<file path="src/shared/dti_pkg.sv">
// Constants and the register select type for the dual timer interrupt register block
package dti_pkg;

  // ----------------------------------------------------------------
  // Register map
  // ----------------------------------------------------------------
  localparam int ADDR_W = 16;
  localparam logic [ADDR_W-1:0] PENDING_OFFSET = 16'h4614;
  localparam logic [ADDR_W-1:0] ENABLE_OFFSET = 16'h462c;
  localparam int REG_W = 16;
  localparam logic [REG_W-1:0] PENDING_RESET = 16'h0000;
  localparam logic [REG_W-1:0] ENABLE_RESET = 16'h0000;
  // Bits 15 and 7 are reserved and read zero
  localparam logic [REG_W-1:0] LIVE_BITS = 16'h7f7f;

  // ----------------------------------------------------------------
  // Field positions, timer 1 in the low byte, timer 2 in the high byte
  // ----------------------------------------------------------------
  localparam int T1_OVERFLOW_BIT = 0;
  localparam int T1_COMPARE_A_BIT = 1;
  localparam int T1_COMPARE_B_BIT = 2;
  localparam int T1_ZERO_MATCH_BIT = 3;
  localparam int T1_TOP_MATCH_BIT = 4;
  localparam int T1_CAPTURE_A_BIT = 5;
  localparam int T1_CAPTURE_B_BIT = 6;
  localparam int T2_OVERFLOW_BIT = 8;
  localparam int T2_COMPARE_A_BIT = 9;
  localparam int T2_COMPARE_B_BIT = 10;
  localparam int T2_ZERO_MATCH_BIT = 11;
  localparam int T2_TOP_MATCH_BIT = 12;
  localparam int T2_CAPTURE_A_BIT = 13;
  localparam int T2_CAPTURE_B_BIT = 14;

  // ----------------------------------------------------------------
  // Bus answers
  // ----------------------------------------------------------------
  localparam logic [1:0] RESP_OKAY = 2'h0;
  localparam logic [1:0] RESP_DECERR = 2'h3;

  // Register selected by a byte address
  typedef enum logic [1:0] {
    SEL_NONE,
    SEL_PENDING,
    SEL_ENABLE
  } dti_sel_e;

endpackage : dti_pkg

</file>
<file path="src/hdl/dti_flag_bank.sv">
// Sticky pending-flag bank with set priority over clear
`timescale 1ns/1ns
`default_nettype none
module dti_flag_bank (
  input wire logic ref_clk,
  input wire logic rst_n,
  input wire logic [dti_pkg::REG_W-1:0] set_bits,
  input wire logic [dti_pkg::REG_W-1:0] clear_bits,
  output logic [dti_pkg::REG_W-1:0] flags_q
);

  // ----------------------------------------------------------------
  // Flag storage
  // ----------------------------------------------------------------
  logic [dti_pkg::REG_W-1:0] flags_d;

  // Clear first, then set, so an event in the clearing cycle survives
  always_comb begin
    flags_d = (flags_q & ~clear_bits) | set_bits;
    flags_d = flags_d & dti_pkg::LIVE_BITS;
  end

  // Synchronous reset to all clear
  always_ff @(posedge ref_clk) begin
    if (!rst_n) begin
      flags_q <= dti_pkg::PENDING_RESET;
    end else begin
      flags_q <= flags_d;
    end
  end

endmodule : dti_flag_bank
`default_nettype wire

</file>
<file path="src/hdl/dti_timer_irq_regs.sv">
// Timer interrupt enable and pending registers behind an AXI4-Lite slave
//
// Design decision made here: the AXI4-Lite register port.
`timescale 1ns/1ns
`default_nettype none
module dti_timer_irq_regs (
  input wire logic ref_clk,
  input wire logic rst_n,
  // AXI4-Lite write address
  input wire logic s_axi_awvalid,
  output logic s_axi_awready,
  input wire logic [dti_pkg::ADDR_W-1:0] s_axi_awaddr,
  input wire logic [2:0] s_axi_awprot,
  // AXI4-Lite write data
  input wire logic s_axi_wvalid,
  output logic s_axi_wready,
  input wire logic [31:0] s_axi_wdata,
  input wire logic [3:0] s_axi_wstrb,
  // AXI4-Lite write response
  output logic s_axi_bvalid,
  input wire logic s_axi_bready,
  output logic [1:0] s_axi_bresp,
  // AXI4-Lite read address
  input wire logic s_axi_arvalid,
  output logic s_axi_arready,
  input wire logic [dti_pkg::ADDR_W-1:0] s_axi_araddr,
  input wire logic [2:0] s_axi_arprot,
  // AXI4-Lite read data
  output logic s_axi_rvalid,
  input wire logic s_axi_rready,
  output logic [31:0] s_axi_rdata,
  output logic [1:0] s_axi_rresp,
  // Timer 1 events
  input wire logic t1_overflow_event,
  input wire logic t1_compare_a_event,
  input wire logic t1_compare_b_event,
  input wire logic t1_zero_match_event,
  input wire logic t1_top_match_event,
  input wire logic t1_capture_a_event,
  input wire logic t1_capture_b_event,
  // Timer 2 events
  input wire logic t2_overflow_event,
  input wire logic t2_compare_a_event,
  input wire logic t2_compare_b_event,
  input wire logic t2_zero_match_event,
  input wire logic t2_top_match_event,
  input wire logic t2_capture_a_event,
  input wire logic t2_capture_b_event,
  // Interrupt request to the processor
  output logic timer_irq
);

  // ----------------------------------------------------------------
  // Helpers
  // ----------------------------------------------------------------

  // Map a byte address onto a register
  function automatic dti_pkg::dti_sel_e decode_addr(input logic [dti_pkg::ADDR_W-1:0] addr);
    if (addr == dti_pkg::PENDING_OFFSET) begin
      return dti_pkg::SEL_PENDING;
    end else if (addr == dti_pkg::ENABLE_OFFSET) begin
      return dti_pkg::SEL_ENABLE;
    end else begin
      return dti_pkg::SEL_NONE;
    end
  endfunction : decode_addr

  // Bits of the 16-bit register covered by the active byte lanes
  function automatic logic [dti_pkg::REG_W-1:0] lane_bits(input logic [3:0] strb);
    return {{8{strb[1]}}, {8{strb[0]}}};
  endfunction : lane_bits

  // ----------------------------------------------------------------
  // Declarations
  // ----------------------------------------------------------------
  logic aw_held_q;
  logic [dti_pkg::ADDR_W-1:0] aw_addr_q;
  logic w_held_q;
  logic [31:0] w_data_q;
  logic [3:0] w_strb_q;
  logic bvalid_q;
  logic [1:0] bresp_q;
  logic rvalid_q;
  logic [31:0] rdata_q;
  logic [1:0] rresp_q;
  logic [dti_pkg::REG_W-1:0] enable_q;
  logic [dti_pkg::REG_W-1:0] pending_q;
  logic [dti_pkg::REG_W-1:0] event_bits;
  logic [dti_pkg::REG_W-1:0] wr_clear_bits;
  logic [dti_pkg::REG_W-1:0] rd_clear_bits;
  logic [dti_pkg::REG_W-1:0] write_lanes;
  logic [dti_pkg::REG_W-1:0] read_value;
  dti_pkg::dti_sel_e wr_sel;
  dti_pkg::dti_sel_e rd_sel;
  logic aw_take;
  logic w_take;
  logic wr_fire;
  logic ar_take;

  // ----------------------------------------------------------------
  // Event gathering
  // ----------------------------------------------------------------

  // Place each timer event at its flag position, reserved bits stay zero
  always_comb begin
    event_bits = '0;
    event_bits[dti_pkg::T1_OVERFLOW_BIT] = t1_overflow_event;
    event_bits[dti_pkg::T1_COMPARE_A_BIT] = t1_compare_a_event;
    event_bits[dti_pkg::T1_COMPARE_B_BIT] = t1_compare_b_event;
    event_bits[dti_pkg::T1_ZERO_MATCH_BIT] = t1_zero_match_event;
    event_bits[dti_pkg::T1_TOP_MATCH_BIT] = t1_top_match_event;
    event_bits[dti_pkg::T1_CAPTURE_A_BIT] = t1_capture_a_event;
    event_bits[dti_pkg::T1_CAPTURE_B_BIT] = t1_capture_b_event;
    event_bits[dti_pkg::T2_OVERFLOW_BIT] = t2_overflow_event;
    event_bits[dti_pkg::T2_COMPARE_A_BIT] = t2_compare_a_event;
    event_bits[dti_pkg::T2_COMPARE_B_BIT] = t2_compare_b_event;
    event_bits[dti_pkg::T2_ZERO_MATCH_BIT] = t2_zero_match_event;
    event_bits[dti_pkg::T2_TOP_MATCH_BIT] = t2_top_match_event;
    event_bits[dti_pkg::T2_CAPTURE_A_BIT] = t2_capture_a_event;
    event_bits[dti_pkg::T2_CAPTURE_B_BIT] = t2_capture_b_event;
  end

  // ----------------------------------------------------------------
  // Write channel
  // ----------------------------------------------------------------

  // Each of address and data is taken alone, and refused while held
  assign s_axi_awready = !aw_held_q && !bvalid_q;
  assign s_axi_wready = !w_held_q && !bvalid_q;
  assign aw_take = s_axi_awvalid && s_axi_awready;
  assign w_take = s_axi_wvalid && s_axi_wready;
  assign wr_fire = aw_held_q && w_held_q && !bvalid_q;
  assign wr_sel = decode_addr(aw_addr_q);
  assign write_lanes = lane_bits(w_strb_q);

  // Write address holding register
  always_ff @(posedge ref_clk) begin
    if (!rst_n) begin
      aw_held_q <= 1'b0;
      aw_addr_q <= '0;
    end else if (aw_take) begin
      aw_held_q <= 1'b1;
      aw_addr_q <= s_axi_awaddr;
    end else if (wr_fire) begin
      aw_held_q <= 1'b0;
    end
  end

  // Write data holding register
  always_ff @(posedge ref_clk) begin
    if (!rst_n) begin
      w_held_q <= 1'b0;
      w_data_q <= '0;
      w_strb_q <= '0;
    end else if (w_take) begin
      w_held_q <= 1'b1;
      w_data_q <= s_axi_wdata;
      w_strb_q <= s_axi_wstrb;
    end else if (wr_fire) begin
      w_held_q <= 1'b0;
    end
  end

  // Write response, error for an address outside the map
  always_ff @(posedge ref_clk) begin
    if (!rst_n) begin
      bvalid_q <= 1'b0;
      bresp_q <= dti_pkg::RESP_OKAY;
    end else if (wr_fire) begin
      bvalid_q <= 1'b1;
      bresp_q <= (wr_sel == dti_pkg::SEL_NONE) ? dti_pkg::RESP_DECERR : dti_pkg::RESP_OKAY;
    end else if (s_axi_bready) begin
      bvalid_q <= 1'b0;
    end
  end

  assign s_axi_bvalid = bvalid_q;
  assign s_axi_bresp = bresp_q;

  // ----------------------------------------------------------------
  // Enable mask register
  // ----------------------------------------------------------------

  // Software write, per byte lane, reserved bits held at zero
  always_ff @(posedge ref_clk) begin
    if (!rst_n) begin
      enable_q <= dti_pkg::ENABLE_RESET;
    end else if (wr_fire && wr_sel == dti_pkg::SEL_ENABLE) begin
      enable_q <= ((enable_q & ~write_lanes)
                  | (w_data_q[dti_pkg::REG_W-1:0] & write_lanes))
                  & dti_pkg::LIVE_BITS;
    end
  end

  // ----------------------------------------------------------------
  // Pending flag register
  // ----------------------------------------------------------------

  // A one written to a pending bit clears it
  always_comb begin
    wr_clear_bits = '0;
    if (wr_fire && wr_sel == dti_pkg::SEL_PENDING) begin
      wr_clear_bits = w_data_q[dti_pkg::REG_W-1:0] & write_lanes;
    end
  end

  // A read clears exactly the bits it returns
  always_comb begin
    rd_clear_bits = '0;
    if (ar_take && rd_sel == dti_pkg::SEL_PENDING) begin
      rd_clear_bits = pending_q;
    end
  end

  // Sticky storage, new events win over either clear
  dti_flag_bank u_flags (
    .ref_clk(ref_clk),
    .rst_n(rst_n),
    .set_bits(event_bits),
    .clear_bits(wr_clear_bits | rd_clear_bits),
    .flags_q(pending_q)
  );

  // ----------------------------------------------------------------
  // Read channel
  // ----------------------------------------------------------------

  // One read at a time, refused while the answer waits
  assign s_axi_arready = !rvalid_q;
  assign ar_take = s_axi_arvalid && s_axi_arready;
  assign rd_sel = decode_addr(s_axi_araddr);

  // Select the register contents for the read
  always_comb begin
    read_value = '0;
    unique case (rd_sel)
      dti_pkg::SEL_PENDING: read_value = pending_q;
      dti_pkg::SEL_ENABLE: read_value = enable_q;
      dti_pkg::SEL_NONE: read_value = '0;
    endcase
  end

  // Registered read answer, upper half reads zero
  always_ff @(posedge ref_clk) begin
    if (!rst_n) begin
      rvalid_q <= 1'b0;
      rdata_q <= '0;
      rresp_q <= dti_pkg::RESP_OKAY;
    end else if (ar_take) begin
      rvalid_q <= 1'b1;
      rdata_q <= {16'h0000, read_value};
      rresp_q <= (rd_sel == dti_pkg::SEL_NONE) ? dti_pkg::RESP_DECERR : dti_pkg::RESP_OKAY;
    end else if (s_axi_rready) begin
      rvalid_q <= 1'b0;
    end
  end

  assign s_axi_rvalid = rvalid_q;
  assign s_axi_rdata = rdata_q;
  assign s_axi_rresp = rresp_q;

  // ----------------------------------------------------------------
  // Interrupt output
  // ----------------------------------------------------------------

  // Raised while any pending bit has its enable set
  assign timer_irq = |(pending_q & enable_q);

endmodule : dti_timer_irq_regs
`default_nettype wire

</file>
<file path="config.mk">
export PLATFORM = sky130hd
export DESIGN_NAME = dti_timer_irq_regs
export DESIGN_NICKNAME = d
export VERILOG_FILES = /design/src/shared/dti_pkg.sv /design/src/hdl/dti_flag_bank.sv /design/src/hdl/dti_timer_irq_regs.sv
export SDC_FILE = /design/constraint.sdc
export NUM_CORES = 1
export LEC_CHECK = 0
export BUFFER_PORTS_ARGS = -buffer_cell sky130_fd_sc_hd__buf_2
export CORE_UTILIZATION = 40
export CTS_CLUSTER_SIZE = 40
export DETAILED_ROUTE_END_ITERATION = 10
export HOLD_SLACK_MARGIN = 0.03
export PLACE_DENSITY_LB_ADDON = 0.15
export REMOVE_ABC_BUFFERS = 1
export SLEW_MARGIN = 20
export SYNTH_ARGS = -nofsm -noshare
export SYNTH_HDL_FRONTEND = slang
export SYNTH_HIERARCHICAL = 1
export SYNTH_SLANG_ARGS = --single-unit
</file>
<file path="constraint.sdc">
create_clock -name ref_clk -period 1.9 [get_ports ref_clk]
set_input_delay 0.38 -clock ref_clk [delete_from_list [all_inputs] [get_ports ref_clk]]
set_output_delay 0.38 -clock ref_clk [all_outputs]
set_load 0.03 [all_outputs]
</file>
==> results.cfg <==
[power]
powerDensity_nw_per_um2 = 814
swShare_pct = 25.4
intPower_w = 0.00269
power.switching_w = 0.000914
power.leakage_nw = 1.94
combPwrFrac_pct = 11.3
pwr-share-seq_pct = 51.5
ir_drop_v = 0.000492
pwr-share-clk_pct = 37.2

[layout]
mostFrequentLayoutCells = nand2_1 (98), buf_2 (93), dfxtp_1 (80), a21oi_1 (36), conb_1 (18)
area_delta_synth_final_pct = 21.6
stdcell_count = 608
layout.nets = 590
fin_util_pct = 50.5
drive_gt1_share_pct = 28.8
diodes = 0
final_common_cell = nand2_1
fin_area_um2 = 4420

[routing]
m1WireLength_um = 3800
maxUsedRoutingLayer = met4
wl_met3_um = 518
routed-via-count = 2998
drtAntennaViolNets = 0
wl_per_cell_um = 13.8
met2_wirelength_um = 4010
drt-total-wl_um = 8410
drc_errors = 0
initialDrtViolationCount = 82
firstDrtPassIters = 4
via_per_inst = 4.93

[clock_tree]
numCtsBuffers = 9
cts.hold.buffers_added = 0
htreeDepth = 3
cts_tree = built
clock_path_buffers = 2
numClockSinks = 82
cts.reportedPaths.clkPinSlew_ns = 0.09
cts_root_buf = clkbuf_8
clock_latency_ns = 0.35

[global_route]
grt_use_total_pct = 18.6
grt_pass1_vias = 2888
grt_max_degree = 45
grt_antenna_before_repair = 0
grt_pass1_wl_um = 13900
grt_overflow = 0

[floorplan]
rows = 34
die_h_um = 97.4
start_util_pct = 41.5
core_area_um2 = 8760
io_pins = 137
die_x_um = 97.4
design.die.area_um2 = 9480

[logic_synthesis]
synth_area_um2 = 3640
syn_area_per_cell_um2 = 9.16
postSynthCellCount = 397
synth-warning-count = 6

[setup_path]
path_class = reg -> out
worstPathRequired_ns = 1.52
critPathCaptureType = output port
cp.arrival_ns = 1.57
cp-start-kind = flop
cp_max_fo = 2
regToRegSetupSlack_ns = 0.15

[placement]
placed_area_um2 = 4180
dp_hpwl_um = 5860
dp_cells = 591
place_ws_ns = 0.0575
io_buffers = 94
place_congestion = 0.731

[worst_hold_path]
hold_class = in -> reg

[sta]
hold_slack_ns = 0.216
relSlewSlack_pct = 32.2
slew_violations = 0
worstMarginPinSlew_ns = 1.01
fin_crit_sh_pct = 103
hold_viol_final = 0
rsz0062_at_grt = yes
final.setup_skew_ns = 0.0131
setup_ws_ns = -0.0482
period_minus_slack_ns = 1.95
fmax_mhz = 513
setup-violations-final = 1

[job]
maxCapViolations = 0

[run_status]
status = finished, violations left
violations = setup timing
-- per-layer routing --
metal  global-route usage, %  up-vias
li1                        -     1540
met1                    22.8     1361
met2                    31.6       87
met3                    5.32       10
met4                    5.43        0
met5                       0        -
-- what timing repair did --
action                                  4_1_cts  5_1_grt
endpoints found under the setup margin        1       10
pin swaps                                     3        0
resized for setup                             6        2
setup buffers                                 1        0
hold endpoints to repair                      0        0
-- power groups by stage --
stage / Combinational (W) / Sequential [W] / Clock [W]
3_3_place_gp: 0.000399 / 0.00189 / 0
3_5_place_dp: 0.000409 / 0.00189 / 0
2_1_floorplan: 0.000225 / 0.00190 / 0
5_1_grt: 0.000454 / 0.00187 / 0.00146
4_1_cts: 0.000410 / 0.00185 / 0.00138
6_report: 0.000405 / 0.00186 / 0.00134
-- per-stage QoR --
stage                     setup TNS (ns)  total power [W]
after CTS                        -0.0440          0.00365
after global routing              -0.128          0.00378
after floorplan                   -0.515          0.00212
final                            -0.0482          0.00360
after detailed placement               0          0.00230
after global placement                 0          0.00229
-- worst max-delay path, cell delays in order, from the launching register on --
cell,delay [ns]
dfxtp_2,0.33
a22oi_2,0.20
nand2_1,0.09
a221oi_2,0.25
nand4_1,0.17
buf_6,0.18
-- layout make-up --
| cell class | instances | area (um2) |
|---|---|---|
| inverters | 3 | 11.3 |
| well taps | 108 | 135 |
| repair buffers | 111 | 617 |
| clock buffers | 11 | 131 |
| multi-input cells | 288 | 1800 |
| fillers | 873 | 4340 |
| flip-flops and latches | 82 | 1640 |
| clock inverters | 5 | 78.8 |
-- worst paths after layout --
check,startpoint,end,cells past startpoint
hold / removal,s_axi_rready,s_axi_rvalid$_SDFFE_PN0P_,2
hold reg to reg,aw_addr_q[10]$_SDFFE_PN0P_,aw_addr_q[10]$_SDFFE_PN0P_,2
setup reg to reg,aw_addr_q[12]$_SDFFE_PN0P_,u_flags/flags_q[11]$_SDFF_PN0_,6
setup / recovery,flop,timer_irq,5
Power figures use the tool's default switching activity.
